==> config.mk <==
export PLATFORM = sky130hd
export DESIGN_NAME = periph_irq_flags
export DESIGN_NICKNAME = d
export VERILOG_FILES = /design/src/design/irq_flags_pkg.sv /design/src/design/flag_reg8.sv /design/src/design/sync2.sv /design/src/design/periph_irq_flags.sv
export SDC_FILE = /design/constraint.sdc
export NUM_CORES = 1
export LEC_CHECK = 0
export CORE_UTILIZATION = 40
export DETAILED_ROUTE_END_ITERATION = 10
export DONT_BUFFER_PORTS = 1
export MAX_ROUTING_LAYER = met4
export PLACE_DENSITY = 0.62
export SETUP_SLACK_MARGIN = 0.1
export SLEW_MARGIN = 15
export SYNTH_ARGS = -nofsm -noshare
export SYNTH_HDL_FRONTEND = slang
export SYNTH_SLANG_ARGS = --single-unit
==> constraint.sdc <==
create_clock -name clk_sys_i -period 3.87 [get_ports clk_sys_i]
set_input_delay 0.9675 -clock clk_sys_i [delete_from_list [all_inputs] [get_ports clk_sys_i]]
set_output_delay 0.9675 -clock clk_sys_i [all_outputs]
set_load 0.01 [all_outputs]
==> src/design/irq_flags_pkg.sv <==
// Package: register map, field positions, reset values and carriers
// for the peripheral interrupt flag block.
// Assumes a 32-bit APB register bus; registers are 8 bits, low lane.
package irq_flags_pkg;

  // ****************************************
  // Register byte offsets
  // ****************************************
  localparam logic [11:0] OFS_CORE_CTRL = 12'h000;
  localparam logic [11:0] OFS_ENABLE_1 = 12'h004;
  localparam logic [11:0] OFS_ENABLE_2 = 12'h008;
  localparam logic [11:0] OFS_ENABLE_3 = 12'h00C;
  localparam logic [11:0] OFS_FLAGS_1 = 12'h010;
  localparam logic [11:0] OFS_FLAGS_2 = 12'h014;
  localparam logic [11:0] OFS_FLAGS_3 = 12'h018;

  // ****************************************
  // Writable and implemented bit masks
  // ****************************************
  localparam logic [7:0] MASK_CORE_W = 8'hFE;
  localparam logic [7:0] MASK_ENABLE_1 = 8'hFF;
  localparam logic [7:0] MASK_ENABLE_2 = 8'hEF;
  localparam logic [7:0] MASK_ENABLE_3 = 8'h37;
  localparam logic [7:0] MASK_FLAGS_1_W = 8'hCF;
  localparam logic [7:0] MASK_FLAGS_1 = 8'hFF;
  localparam logic [7:0] MASK_FLAGS_2 = 8'hEF;
  localparam logic [7:0] MASK_FLAGS_3 = 8'h37;

  // ****************************************
  // Reset values
  // ****************************************
  localparam logic [7:0] RST_REG = 8'h00;

  // ****************************************
  // Core control field positions
  // ****************************************
  localparam int POS_GLOBAL_EN = 7;
  localparam int POS_GROUP_EN = 6;
  localparam int POS_TMR0_EN = 5;
  localparam int POS_EXT_EN = 4;
  localparam int POS_CHG_EN = 3;
  localparam int POS_TMR0_FLAG = 2;
  localparam int POS_EXT_FLAG = 1;
  localparam int POS_CHG_FLAG = 0;

  // ****************************************
  // Flag register 1 field positions
  // ****************************************
  localparam int POS_RX_FLAG = 5;
  localparam int POS_TX_FLAG = 4;

  // Peripheral event bundle, one bit per flag position
  typedef struct packed {
    logic [7:0] grp1;
    logic [7:0] grp2;
    logic [7:0] grp3;
  } periph_events_t;

  // Core-side event bundle
  typedef struct packed {
    logic tmr0;
    logic ext;
    logic chg;
  } core_events_t;

endpackage

==> src/design/flag_reg8.sv <==
// Holds one 8-bit sticky flag register.
// Assumes events and writes arrive on the system clock.
`timescale 1ns/1ps
module flag_reg8 (
  // Clock and reset
  input wire logic clk_sys_i,
  input wire logic resetn_i,
  // Events and software access
  input wire logic [7:0] set_i,
  input wire logic [7:0] impl_i,
  input wire logic [7:0] wmask_i,
  input wire logic wr_i,
  input wire logic [7:0] wdata_i,
  // Stored value
  output logic [7:0] q_o
);

  logic [7:0] q_r;
  logic [7:0] q_nxt;

  // Write first, then events set over it
  always_comb begin
    q_nxt = q_r;
    if (wr_i) begin
      q_nxt = (q_r & ~wmask_i) | (wdata_i & wmask_i);
    end
    q_nxt = (q_nxt | set_i) & impl_i;
  end

  // Flags clear on reset
  always_ff @(posedge clk_sys_i or negedge resetn_i) begin
    if (!resetn_i) begin
      q_r <= irq_flags_pkg::RST_REG;
    end else begin
      q_r <= q_nxt;
    end
  end

  assign q_o = q_r;

endmodule

==> src/design/sync2.sv <==
// Two-flop synchroniser for a bundle of levels.
// Assumes inputs are asynchronous to clk_sys_i.
`timescale 1ns/1ps
module sync2 #(
  parameter int W = 1
) (
  // Clock and reset
  input wire logic clk_sys_i,
  input wire logic resetn_i,
  // Levels
  input wire logic [W-1:0] d_i,
  output logic [W-1:0] q_o
);

  logic [W-1:0] meta_r;
  logic [W-1:0] sync_r;

  // First stage read only by second
  always_ff @(posedge clk_sys_i or negedge resetn_i) begin
    if (!resetn_i) begin
      meta_r <= '0;
      sync_r <= '0;
    end else begin
      meta_r <= d_i;
      sync_r <= meta_r;
    end
  end

  assign q_o = sync_r;

endmodule

==> src/design/periph_irq_flags.sv <==
// Peripheral interrupt enable and request registers with APB access.
// Registers are one byte each, in the low lane of the data bus.
// Assumes event inputs are pin-level and asynchronous; the serial
// receive/transmit flags stay set until reset.
//
// How it works
// - Flags set on events regardless of enables
// - Peripheral requests need group enable set
// - Enable 3 bits five, four, two-zero
// - Enable one allows, zero blocks source
// - Flag register 1 holds eight peripheral flags
// - Serial rx/tx flags are read-only
// - Flag register 2 layout, bit four unused
// - Flag register 3 layout, bits 7,6,3 unused
// - Flag reads one while interrupt pending
// - All implemented bits reset to zero
// - Unimplemented bits read zero, ignore writes
// - Global enable gates every interrupt
// - Enable register 1 mirrors flag register 1
// - Enable register 2 mirrors flag register 2
`timescale 1ns/1ps
module periph_irq_flags (
  // Clock and reset
  input wire logic clk_sys_i,
  input wire logic resetn_i,
  // APB slave
  input wire logic psel_i,
  input wire logic penable_i,
  input wire logic pwrite_i,
  input wire logic [11:0] paddr_i,
  input wire logic [31:0] pwdata_i,
  input wire logic [3:0] pstrb_i,
  output logic [31:0] prdata_o,
  output logic pready_o,
  output logic pslverr_o,
  // Interrupt sources, one-cycle or level pulses
  input wire irq_flags_pkg::periph_events_t periph_evt_i,
  input wire irq_flags_pkg::core_events_t core_evt_i,
  // Request to the core
  output logic core_irq_o
);

  // ****************************************
  // Source synchronisation and edge detect
  // ****************************************
  // Width of all event lines, peripheral then core
  localparam int NEV = 27;
  logic [NEV-1:0] evt_raw;
  logic [NEV-1:0] evt_sync;
  logic [NEV-1:0] evt_last_r;
  logic [NEV-1:0] evt_rise;
  irq_flags_pkg::periph_events_t pev;
  irq_flags_pkg::core_events_t cev;

  assign evt_raw = {periph_evt_i, core_evt_i};

  // Two flops on every line; pulses under one clock may be lost
  sync2 #(.W(NEV)) u_sync (
    .clk_sys_i(clk_sys_i),
    .resetn_i(resetn_i),
    .d_i(evt_raw),
    .q_o(evt_sync)
  );

  // Remember last synchronised level
  // Reset low matches the idle level of every line, so no false edge
  always_ff @(posedge clk_sys_i or negedge resetn_i) begin
    if (!resetn_i) begin
      evt_last_r <= '0;
    end else begin
      evt_last_r <= evt_sync;
    end
  end

  // Rising edge marks a condition. A line held high sets its flag
  // once only: clearing the flag while the line stays high does not
  // set it again until the line falls and rises.
  assign evt_rise = evt_sync & ~evt_last_r;
  assign pev = irq_flags_pkg::periph_events_t'(evt_rise[NEV-1:3]);
  assign cev = irq_flags_pkg::core_events_t'(evt_rise[2:0]);

  // ****************************************
  // APB decode
  // ****************************************
  logic setup_ph;
  logic access_ph;
  logic pready_r;
  logic wr_en;
  logic hit;
  logic wr_core;
  logic wr_en1;
  logic wr_en2;
  logic wr_en3;
  logic wr_fl1;
  logic wr_fl2;
  logic wr_fl3;
  logic [7:0] wbyte;

  // Bus phases; an access ends when ready is high
  assign setup_ph = psel_i & ~penable_i;
  assign access_ph = psel_i & penable_i & pready_r;
  // Low lane strobe needed to write
  assign wr_en = access_ph & pwrite_i & pstrb_i[0];
  assign wbyte = pwdata_i[7:0];

  // Ready rises after reset; every access then ends in one cycle
  always_ff @(posedge clk_sys_i or negedge resetn_i) begin
    if (!resetn_i) begin
      pready_r <= 1'b0;
    end else begin
      pready_r <= 1'b1;
    end
  end

  // Address match
  // Only aligned offsets of the seven registers hit
  always_comb begin
    hit = 1'b1;
    unique case (paddr_i)
      irq_flags_pkg::OFS_CORE_CTRL,
      irq_flags_pkg::OFS_ENABLE_1,
      irq_flags_pkg::OFS_ENABLE_2,
      irq_flags_pkg::OFS_ENABLE_3,
      irq_flags_pkg::OFS_FLAGS_1,
      irq_flags_pkg::OFS_FLAGS_2,
      irq_flags_pkg::OFS_FLAGS_3: hit = 1'b1;
      default: hit = 1'b0;
    endcase
  end

  // One write strobe per register
  assign wr_core = wr_en & (paddr_i == irq_flags_pkg::OFS_CORE_CTRL);
  assign wr_en1 = wr_en & (paddr_i == irq_flags_pkg::OFS_ENABLE_1);
  assign wr_en2 = wr_en & (paddr_i == irq_flags_pkg::OFS_ENABLE_2);
  assign wr_en3 = wr_en & (paddr_i == irq_flags_pkg::OFS_ENABLE_3);
  assign wr_fl1 = wr_en & (paddr_i == irq_flags_pkg::OFS_FLAGS_1);
  assign wr_fl2 = wr_en & (paddr_i == irq_flags_pkg::OFS_FLAGS_2);
  assign wr_fl3 = wr_en & (paddr_i == irq_flags_pkg::OFS_FLAGS_3);

  // ****************************************
  // Enable registers
  // ****************************************
  logic [7:0] enable_1_r;
  logic [7:0] enable_2_r;
  logic [7:0] enable_3_r;
  logic [7:0] core_ctrl_r;

  // Enable register 1, all eight bits writable
  always_ff @(posedge clk_sys_i or negedge resetn_i) begin
    if (!resetn_i) begin
      enable_1_r <= irq_flags_pkg::RST_REG;
    end else if (wr_en1) begin
      enable_1_r <= wbyte & irq_flags_pkg::MASK_ENABLE_1;
    end
  end

  // Enable register 2, bit four held zero
  always_ff @(posedge clk_sys_i or negedge resetn_i) begin
    if (!resetn_i) begin
      enable_2_r <= irq_flags_pkg::RST_REG;
    end else if (wr_en2) begin
      enable_2_r <= wbyte & irq_flags_pkg::MASK_ENABLE_2;
    end
  end

  // Enable register 3, bits seven, six and three held zero
  always_ff @(posedge clk_sys_i or negedge resetn_i) begin
    if (!resetn_i) begin
      enable_3_r <= irq_flags_pkg::RST_REG;
    end else if (wr_en3) begin
      enable_3_r <= wbyte & irq_flags_pkg::MASK_ENABLE_3;
    end
  end

  // ****************************************
  // Core control register
  // ****************************************
  logic [7:0] core_nxt;

  // Writable enables and flags; events set over writes
  // An event in the same cycle as a clearing write leaves the flag
  // set, so no condition is lost to a read-modify-write race
  always_comb begin
    core_nxt = core_ctrl_r;
    if (wr_core) begin
      core_nxt = (core_ctrl_r & ~irq_flags_pkg::MASK_CORE_W)
               | (wbyte & irq_flags_pkg::MASK_CORE_W);
    end
    core_nxt[irq_flags_pkg::POS_TMR0_FLAG] = core_nxt[irq_flags_pkg::POS_TMR0_FLAG] | cev.tmr0;
    core_nxt[irq_flags_pkg::POS_EXT_FLAG] = core_nxt[irq_flags_pkg::POS_EXT_FLAG] | cev.ext;
    // Change flag is a plain sticky bit here, software-cleared by writing zero to it via core control write
    core_nxt[irq_flags_pkg::POS_CHG_FLAG] = core_ctrl_r[irq_flags_pkg::POS_CHG_FLAG] | cev.chg;
    if (wr_core && !wbyte[irq_flags_pkg::POS_CHG_FLAG] && !cev.chg) begin
      core_nxt[irq_flags_pkg::POS_CHG_FLAG] = 1'b0;
    end
  end

  // Core control storage
  // Enables and flags clear on every reset
  always_ff @(posedge clk_sys_i or negedge resetn_i) begin
    if (!resetn_i) begin
      core_ctrl_r <= irq_flags_pkg::RST_REG;
    end else begin
      core_ctrl_r <= core_nxt;
    end
  end

  // ****************************************
  // Flag registers
  // ****************************************
  logic [7:0] flags_1;
  logic [7:0] flags_2;
  logic [7:0] flags_3;

  // Flag register 1; serial rx/tx not software-writable
  // Serial rx/tx clear only on reset, as their sources own them
  flag_reg8 u_flags_1 (
    .clk_sys_i(clk_sys_i),
    .resetn_i(resetn_i),
    .set_i(pev.grp1),
    .impl_i(irq_flags_pkg::MASK_FLAGS_1),
    .wmask_i(irq_flags_pkg::MASK_FLAGS_1_W),
    .wr_i(wr_fl1),
    .wdata_i(wbyte),
    .q_o(flags_1)
  );

  // Flag register 2
  flag_reg8 u_flags_2 (
    .clk_sys_i(clk_sys_i),
    .resetn_i(resetn_i),
    .set_i(pev.grp2),
    .impl_i(irq_flags_pkg::MASK_FLAGS_2),
    .wmask_i(irq_flags_pkg::MASK_FLAGS_2),
    .wr_i(wr_fl2),
    .wdata_i(wbyte),
    .q_o(flags_2)
  );

  // Flag register 3
  flag_reg8 u_flags_3 (
    .clk_sys_i(clk_sys_i),
    .resetn_i(resetn_i),
    .set_i(pev.grp3),
    .impl_i(irq_flags_pkg::MASK_FLAGS_3),
    .wmask_i(irq_flags_pkg::MASK_FLAGS_3),
    .wr_i(wr_fl3),
    .wdata_i(wbyte),
    .q_o(flags_3)
  );

  // ****************************************
  // Request to the core
  // ****************************************
  logic global_irq_enable;
  logic periph_group_enable;
  logic pend_1;
  logic pend_2;
  logic pend_3;
  logic tmr0_pend;
  logic ext_pend;
  logic chg_pend;
  logic periph_pending;
  logic core_pending;
  logic irq_r;

  assign global_irq_enable = core_ctrl_r[irq_flags_pkg::POS_GLOBAL_EN];
  assign periph_group_enable = core_ctrl_r[irq_flags_pkg::POS_GROUP_EN];

  // Per register, some flag with its enable set
  assign pend_1 = |(flags_1 & enable_1_r);
  assign pend_2 = |(flags_2 & enable_2_r);
  assign pend_3 = |(flags_3 & enable_3_r);
  // Group enable gates every peripheral source
  assign periph_pending = periph_group_enable & (pend_1 | pend_2 | pend_3);
  // Core sources need no group enable
  assign tmr0_pend = core_ctrl_r[irq_flags_pkg::POS_TMR0_EN]
    & core_ctrl_r[irq_flags_pkg::POS_TMR0_FLAG];
  assign ext_pend = core_ctrl_r[irq_flags_pkg::POS_EXT_EN]
    & core_ctrl_r[irq_flags_pkg::POS_EXT_FLAG];
  assign chg_pend = core_ctrl_r[irq_flags_pkg::POS_CHG_EN]
    & core_ctrl_r[irq_flags_pkg::POS_CHG_FLAG];
  assign core_pending = tmr0_pend | ext_pend | chg_pend;

  // Registered request
  // A glitch-free level for the core, at the cost of one cycle
  always_ff @(posedge clk_sys_i or negedge resetn_i) begin
    if (!resetn_i) begin
      irq_r <= 1'b0;
    end else begin
      irq_r <= global_irq_enable & (core_pending | periph_pending);
    end
  end

  assign core_irq_o = irq_r;

  // ****************************************
  // APB read path
  // ****************************************
  logic [7:0] rd_byte;
  logic [31:0] prdata_r;
  logic pslverr_r;

  // Read mux; flags read one while pending
  always_comb begin
    rd_byte = 8'h00;
    unique case (paddr_i)
      irq_flags_pkg::OFS_CORE_CTRL: rd_byte = core_ctrl_r;
      irq_flags_pkg::OFS_ENABLE_1: rd_byte = enable_1_r;
      irq_flags_pkg::OFS_ENABLE_2: rd_byte = enable_2_r;
      irq_flags_pkg::OFS_ENABLE_3: rd_byte = enable_3_r;
      irq_flags_pkg::OFS_FLAGS_1: rd_byte = flags_1;
      irq_flags_pkg::OFS_FLAGS_2: rd_byte = flags_2;
      irq_flags_pkg::OFS_FLAGS_3: rd_byte = flags_3;
      default: rd_byte = 8'h00;
    endcase
  end

  // Read data taken at the setup edge so it stands settled through
  // the access phase; a flag set during that phase shows next read
  always_ff @(posedge clk_sys_i or negedge resetn_i) begin
    if (!resetn_i) begin
      prdata_r <= 32'h0000_0000;
    end else if (setup_ph) begin
      prdata_r <= pwrite_i ? 32'h0000_0000 : {24'h00_0000, rd_byte};
    end
  end

  // Unmapped or unaligned address answers with an error
  always_ff @(posedge clk_sys_i or negedge resetn_i) begin
    if (!resetn_i) begin
      pslverr_r <= 1'b0;
    end else if (setup_ph) begin
      pslverr_r <= ~hit;
    end
  end

  assign prdata_o = prdata_r;
  assign pready_o = pready_r;
  assign pslverr_o = pslverr_r;

endmodule

==> impl_metrics.py, run 1 <==
metrics = {
    "die": {
        "effective_utilization_at_floorplan_pct": 41.9,
        "core_region_area_um2": 12200,
        "floorplan.io_pins": 115,
        "floorplan.die.width_um": 115,
        "chipHeight_um": 115,
        "row_count": 40,
        "design.die.area_um2": 13200,
    },
    "run_status": {
        "outcome": "complete, no violations",
    },
    "critical_path": {
        "worstRegToRegCells": 4,
        "worst-endpoint-required_ps": 4170,
        "worst_ep_arrival_time_ps": 2610,
        "r2r-start": "pready_o$_DFF_PN0_",
        "critical_path.slowest_cell": "sky130_fd_sc_hd__nand3_2",
        "max_stage_delay_ps": 480,
        "critical_path_launch_point": "paddr_i[9]",
        "cp_cell_sequence": "nor4_4, nand3_2, nor3_4, mux2_2",
        "worst_setup_path_end_kind": "flip-flop",
        "worst_setup_path_start_kind": "primary input",
        "critical_path_peak_fanout": 20,
        "timing_worst_setup_path_type": "in -> reg",
    },
    "final_layout": {
        "layout.nets": 464,
        "final_cell_area_um2": 5780,
        "areaGrowthSynthToFinish_pct": 13.0,
        "n_antenna_cell": 0,
        "post_route_cells_drive_above_1_share_pct": 18.4,
    },
    "synth": {
        "synth-seq-area-share_pct": 62.7,
        "average_footprint_of_a_synthesized_cell_um2": 13.5,
        "post_synth_inst_count": 378,
        "post_synth_num_cell_types": 53,
        "yosysTopAreaCell": "sky130_fd_sc_hd__dfrtp_1",
        "synth_top_cell_area_share_pct": 62.7,
        "synth_top_cells_by_area": "sky130_fd_sc_hd__dfrtp_1, sky130_fd_sc_hd__mux2_2, sky130_fd_sc_hd__mux2i_1",
        "yosysWarningCount": 0,
        "synth_edf_count": 0,
        "synth-main-ff-cell": "sky130_fd_sc_hd__dfrtp_1",
        "synth-async-reset-ratio_pct": 100,
        "netlist_area_um2": 5110,
        "ys_ff_latch": 128,
    },
    "drt": {
        "drt_pass1_iterations": 5,
        "initial_drc_count": 237,
        "drcViolationCount": 0,
        "detail-route-antenna-nets": 0,
        "vias_per_cell": 5.28,
        "routed_wire_length_per_instance_um": 18.2,
        "finalWirelength_um": 10300,
        "via_count": 2985,
    },
    "clock_network": {
        "cts_setup_buffers": 0,
        "cts_h_tree_lvls": 4,
        "tritoncts.num_buffers": 17,
        "cts-hold-fix-buffers": 0,
        "cts.clk_slew.worst_paths_ps": 60,
        "ctsLongestPathBuffers": 2,
        "cts_root_buf": "sky130_fd_sc_hd__clkbuf_16",
        "cts_tree": "built",
        "cts.sinks": 128,
        "clock_insertion_delay_at_the_later_pin_of_the_skew_report_ps": 410,
        "post_cts_resized": 0,
    },
    "global_route": {
        "first_global_vias": 2950,
        "globalRouteOverflowTotal": 0,
        "grt_antenna_before_repair": 0,
        "grt.total_usage_pct": 17.7,
        "grt_max_degree": 129,
        "grt_pass1_wl_um": 16300,
    },
    "timing": {
        "fin_worst_skew_ps": 7.30,
        "timing.final.setup_violations": 0,
        "fin_crit_ps": 2320,
        "worst_pin_slew_ps": 521,
        "rsz0062_at_grt": "false",
        "finalCritPeriodShare_pct": 59.8,
        "max_slew_margin_pct": 65.2,
        "fmax_mhz": 432,
        "setup-tns-final_ps": 0,
        "slew_viol_final": 0,
        "report.final.hold_viol_count": 0,
    },
    "place": {
        "post-dp-hpwl_um": 6760,
        "numPortBuffers": 0,
        "globalplace.congestion": 0.952,
        "placed_area_um2": 5140,
    },
    "run": {
        "drv_cap": 0,
    },
    "power": {
        "total_power_mw": 3.15,
        "leakage_nw": 2.57,
        "power.density_nw_per_um2": 545,
        "ir_drop_v": 0.000369,
    },
    "worst_hold_path": {
        "hold_path_class": "in -> async",
    },
}
cells in the mapped netlist, drive strengths merged (6+ instances only):
master	count
nand3	6
nor2b	10
mux2i	21
o21ai	6
nor4	8
nor2	21
buf	32
mux2	25
dfrtp	128
o41ai	6
o221ai	6
nand2	9
inv	22
o22ai	7
state kept, by name (all words and copies together), names as in the netlist:
| name | count |
|---|---|
| core_ctrl_r | 8 |
| core_irq_o | 1 |
| enable_1_r | 8 |
| enable_2_r | 7 |
| enable_3_r | 5 |
| evt_last_r | 23 |
| prdata_o | 8 |
| pready_o | 1 |
| pslverr_o | 1 |
| u_flags_1.q_o | 8 |
| u_flags_2.q_o | 7 |
| u_flags_3.q_o | 5 |
| u_sync.meta_r | 23 |
| u_sync.q_o | 23 |
critical path: cells and delay by family:
kind / cells / cell delay (ps)
multiplexers: 1 / 380
AND/OR/NAND/NOR: 3 / 1260
report_power, final:
group	total [mW]	internal, mW	switching, mW	leakage [nW]
Clock	1.70	1.12	0.585	0.307
Sequential	1.39	1.38	0.0121	1.50
Combinational	0.0591	0.0222	0.0369	0.767
Total	3.15	2.51	0.634	2.57
final cells by class:
| type | instances | area, um^2 |
|---|---|---|
| flip-flops and latches | 128 | 3200 |
| clock buffers | 20 | 457 |
| fillers | 1102 | 6430 |
| well taps | 168 | 210 |
| clock inverters | 12 | 180 |
| multi-input cells | 214 | 1640 |
| inverters | 22 | 82.6 |
| repair buffers | 1 | 7.51 |
through the flow:
step	hold slack, ps	std cells	util, %	setup slack (ps)
after floorplan	331	401	-	1570
after global placement	332	533	42.1	1160
after detailed placement	335	533	42.1	1120
after CTS	227	565	47.3	1540
after global routing	219	565	47.3	1460
final	248	565	47.3	1550
layout by cell type, fill, tap and decap left out, types with 4 or more instances in the layout:
master / instances
sky130_fd_sc_hd__mux2i_1: 21
sky130_fd_sc_hd__a21oi_1: 4
sky130_fd_sc_hd__nand2b_1: 5
sky130_fd_sc_hd__inv_1: 22
sky130_fd_sc_hd__o221ai_1: 6
sky130_fd_sc_hd__o21ai_0: 6
sky130_fd_sc_hd__a221oi_1: 4
sky130_fd_sc_hd__a31oi_1: 5
sky130_fd_sc_hd__nor2b_1: 10
sky130_fd_sc_hd__o22ai_1: 7
sky130_fd_sc_hd__bufinv_16: 4
sky130_fd_sc_hd__dfrtp_1: 128
sky130_fd_sc_hd__o41ai_1: 6
sky130_fd_sc_hd__nand2_1: 9
sky130_fd_sc_hd__mux2_2: 25
sky130_fd_sc_hd__nor2_1: 21
sky130_fd_sc_hd__nor4_1: 5
sky130_fd_sc_hd__conb_1: 25
sky130_fd_sc_hd__a22oi_1: 4
sky130_fd_sc_hd__mux4_2: 4
sky130_fd_sc_hd__clkbuf_16: 17
per-layer routing:
metal / global-route usage, % / vias up / part of all wire [%]
li1: - / 1324 / -
met1: 23.1 / 1528 / 46
met2: 25.1 / 120 / 45
met3: 6.38 / 13 / 7.4
met4: 6.84 / 0 / 1.6
met5: - / - / 0
final timing paths:
| kind | endpoint | slack [ps] |
|---|---|---|
| max | enable_3_r[1]$_DFFE_PN0P_ | 1550 |
| min | u_sync.meta_r[1]$_DFF_PN0_ | 250 |
| max reg2reg | enable_2_r[6]$_DFFE_PN0P_ | 1800 |
| min reg2reg | u_sync.q_o[19]$_DFF_PN0_ | 350 |
| max in group asynchronous | u_flags_3.q_o[5]$_DFF_PN0_ | 3510 |
| min in group clk_sys_i | u_sync.q_o[19]$_DFF_PN0_ | 350 |
kinds of logic (layout without fill, tap and decap cells):
| family | after synthesis | in the layout | share of synthesized area (%) |
|---|---|---|---|
| other | 2 | 25 | 0.147 |
| AND/OR/NAND/NOR | 81 | 81 | 10.3 |
| buffers and inverters | 59 | 55 | 6.97 |
| multiplexers | 50 | 50 | 11.4 |
| AO/OA/AOI/OAI | 58 | 58 | 8.52 |
| flip-flops | 128 | 128 | 62.7 |
Power figures use the tool's default switching activity.
==> run 2: changes to the inputs <==
==> constraint.sdc (replaced) <==
create_clock -name clk_sys_i -period 2.25 [get_ports clk_sys_i]
set_input_delay 0.5625 -clock clk_sys_i [delete_from_list [all_inputs] [get_ports clk_sys_i]]
set_output_delay 0.5625 -clock clk_sys_i [all_outputs]
set_load 0.01 [all_outputs]
==> run 2 against run 1 <==
  * The flow now finishes with violations (hold timing)
  * First-iteration DRC count decreased by 34%
  * Utilization increased by 0.28 points
  * Register-to-register slack got worse by 1400 ps
  * Sequential power increased by 72%
  * Sequential share of layout area decreased by 0.32 points
  * Critical path type is now reg -> reg
  * Largest power group unchanged
  * Highest routed layer unchanged
==> impl_metrics.py, run 2 (synthesis gave the netlist of run 1 again) <==
metrics = {
    "place": {
        "globalplace.congestion": 0.851,
        "post-dp-hpwl_um": 7140,
        "numPortBuffers": 0,
        "pre_cts_slack_ps": 179,
    },
    "timing": {
        "setup-tns-final_ps": 0,
        "rsz0062_at_grt": "false",
        "finalCritPeriodShare_pct": 81.7,
        "fin_worst_skew_ps": 6.39,
        "fmax_mhz": 544,
        "fin_crit_ps": 1840,
        "report.final.hold_viol_count": 128,
        "slew_viol_final": 0,
        "timing.final.setup_violations": 0,
        "setup_ws_ps": 411,
        "worst_hold_slack_after_final_layout_ps": -157,
    },
    "global_route": {
        "grt.total_usage_pct": 18.3,
        "grt_antenna_before_repair": 0,
        "globalRouteOverflowTotal": 0,
        "first_global_vias": 3085,
        "grt_pass1_wl_um": 17000,
        "grt_max_degree": 129,
    },
    "critical_path": {
        "worst-endpoint-required_ps": 2540,
        "critical_path.slowest_cell": "sky130_fd_sc_hd__nor3_4",
        "timing_worst_setup_path_type": "reg -> reg",
        "ff2ff_setup_slack_ps": 410,
        "worstRegToRegCells": 4,
        "worst_setup_path_start_kind": "flip-flop",
        "r2r-start": "pready_o$_DFF_PN0_",
        "worst_ep_arrival_time_ps": 2130,
        "critPathTopFamily": "simple AND/OR/NAND/NOR gates",
        "max_stage_delay_ps": 440,
        "crit_buf_inv": 0,
        "r2r-end": "enable_3_r[4]$_DFFE_PN0P_",
        "worst_setup_path_end_kind": "flip-flop",
        "critical_path_peak_fanout": 13,
        "cp_cell_sequence": "and3_4, nand3_2, nor3_4, mux2_2",
    },
    "run_status": {
        "outcome": "complete, but fails checks",
        "violations": "hold timing",
    },
    "clock_network": {
        "tritoncts.num_buffers": 17,
        "cts_root_buf": "sky130_fd_sc_hd__clkbuf_16",
        "ctsLongestPathBuffers": 2,
        "post_cts_resized": 0,
        "cts.clk_slew.worst_paths_ps": 60,
        "cts_h_tree_lvls": 4,
        "cts.sinks": 128,
        "clock_insertion_delay_at_the_later_pin_of_the_skew_report_ps": 410,
        "cts_setup_buffers": 0,
        "cts_tree": "built",
    },
    "drt": {
        "routed_wire_length_per_instance_um": 18.5,
        "detail-route-antenna-nets": 0,
        "vias_per_cell": 5.17,
        "drt_pass1_iterations": 4,
        "initial_drc_count": 157,
        "drcViolationCount": 0,
        "via_count": 2937,
        "finalWirelength_um": 10500,
    },
    "die": {
        "floorplan.die.width_um": 115,
        "chipHeight_um": 115,
        "floorplan.io_pins": 115,
        "core_region_area_um2": 12200,
        "effective_utilization_at_floorplan_pct": 41.9,
        "design.die.area_um2": 13200,
        "row_count": 40,
    },
    "final_layout": {
        "layout_commonest_cell": "sky130_fd_sc_hd__dfrtp_1",
        "n_antenna_cell": 0,
        "fillCellCount": 1107,
        "post_route_cells_drive_above_1_share_pct": 19.3,
        "areaGrowthSynthToFinish_pct": 13.7,
        "most-common-layout-cells": "sky130_fd_sc_hd__dfrtp_1, sky130_fd_sc_hd__mux2_2, sky130_fd_sc_hd__conb_1, sky130_fd_sc_hd__inv_1",
        "layout.nets": 467,
        "regArea_um2": 3200,
        "multi_input_comb_area_um2": 1640,
    },
    "worst_hold_path": {
        "hold_path_class": "in -> async",
    },
    "power": {
        "leakage_nw": 2.60,
        "power.density_nw_per_um2": 913,
        "ir_drop_v": 0.000530,
    },
    "run": {
        "drv_cap": 0,
    },
}
[run 2: cell types whose count changed in the layout (fill, tap and decap cells not counted)]
| cell | delta |
|---|---|
| sky130_fd_sc_hd__clkbuf_1 | -1 |
| sky130_fd_sc_hd__inv_6 | -1 |
| sky130_fd_sc_hd__buf_12 | +2 |
| sky130_fd_sc_hd__bufinv_16 | -1 |
| sky130_fd_sc_hd__clkinv_2 | +1 |
| sky130_fd_sc_hd__clkinvlp_4 | -1 |
| sky130_fd_sc_hd__clkbuf_8 | +1 |
| sky130_fd_sc_hd__clkinv_4 | +2 |
| sky130_fd_sc_hd__buf_4 | +1 |
[run 2: metrics by stage]
stage	util, %	area, um^2	instances	power [mW]
after floorplan	-	5200	401	2.56
after global placement	42.5	5190	536	2.53
after detailed placement	42.5	5190	536	2.53
after CTS	47.6	5810	568	5.37
after global routing	47.6	5810	568	5.50
final	47.6	5810	568	5.31
[run 2: cell type report]
class | count | area share [%]
multi-input combinational | 214 | 28.2
tap | 168 | 3.62
timing repair buffer | 4 | 0.947
inverter | 22 | 1.42
clock buffer | 20 | 8.03
sequential | 128 | 55.1
clock inverter | 12 | 2.69
[run 2: how the worst max path moves through the flow]
| stage | slack, ps | depth (start not counted) | from | end |
|---|---|---|---|---|
| 2_1_floorplan | 350 | 6 | penable_i | enable_2_r[0]$_DFFE_PN0P_ |
| 3_3_place_gp | 230 | 6 | paddr_i[9] | u_flags_2.q_o[5]$_DFF_PN0_ |
| 3_5_place_dp | 180 | 4 | paddr_i[5] | enable_2_r[6]$_DFFE_PN0P_ |
| 4_1_cts | 420 | 4 | pready_o$_DFF_PN0_ | enable_3_r[4]$_DFFE_PN0P_ |
| 5_1_grt | 310 | 4 | pready_o$_DFF_PN0_ | enable_3_r[1]$_DFFE_PN0P_ |
| 6_report | 410 | 4 | pready_o$_DFF_PN0_ | enable_3_r[4]$_DFFE_PN0P_ |
[run 2: per-layer routing]
metal,GRT usage [%],vias up,share of wire [%]
met2,27.4,116,47
li1,-,1335,-
met5,-,-,0
met3,6.06,11,7.2
met1,23.3,1475,45
met4,6.06,0,1.3
[run 2: power breakdown]
group | switching [mW] | internal (mW)
Combinational | 0.0642 | 0.0398
Clock | 0.985 | 1.83
Sequential | 0.0209 | 2.37
Total | 1.07 | 4.24
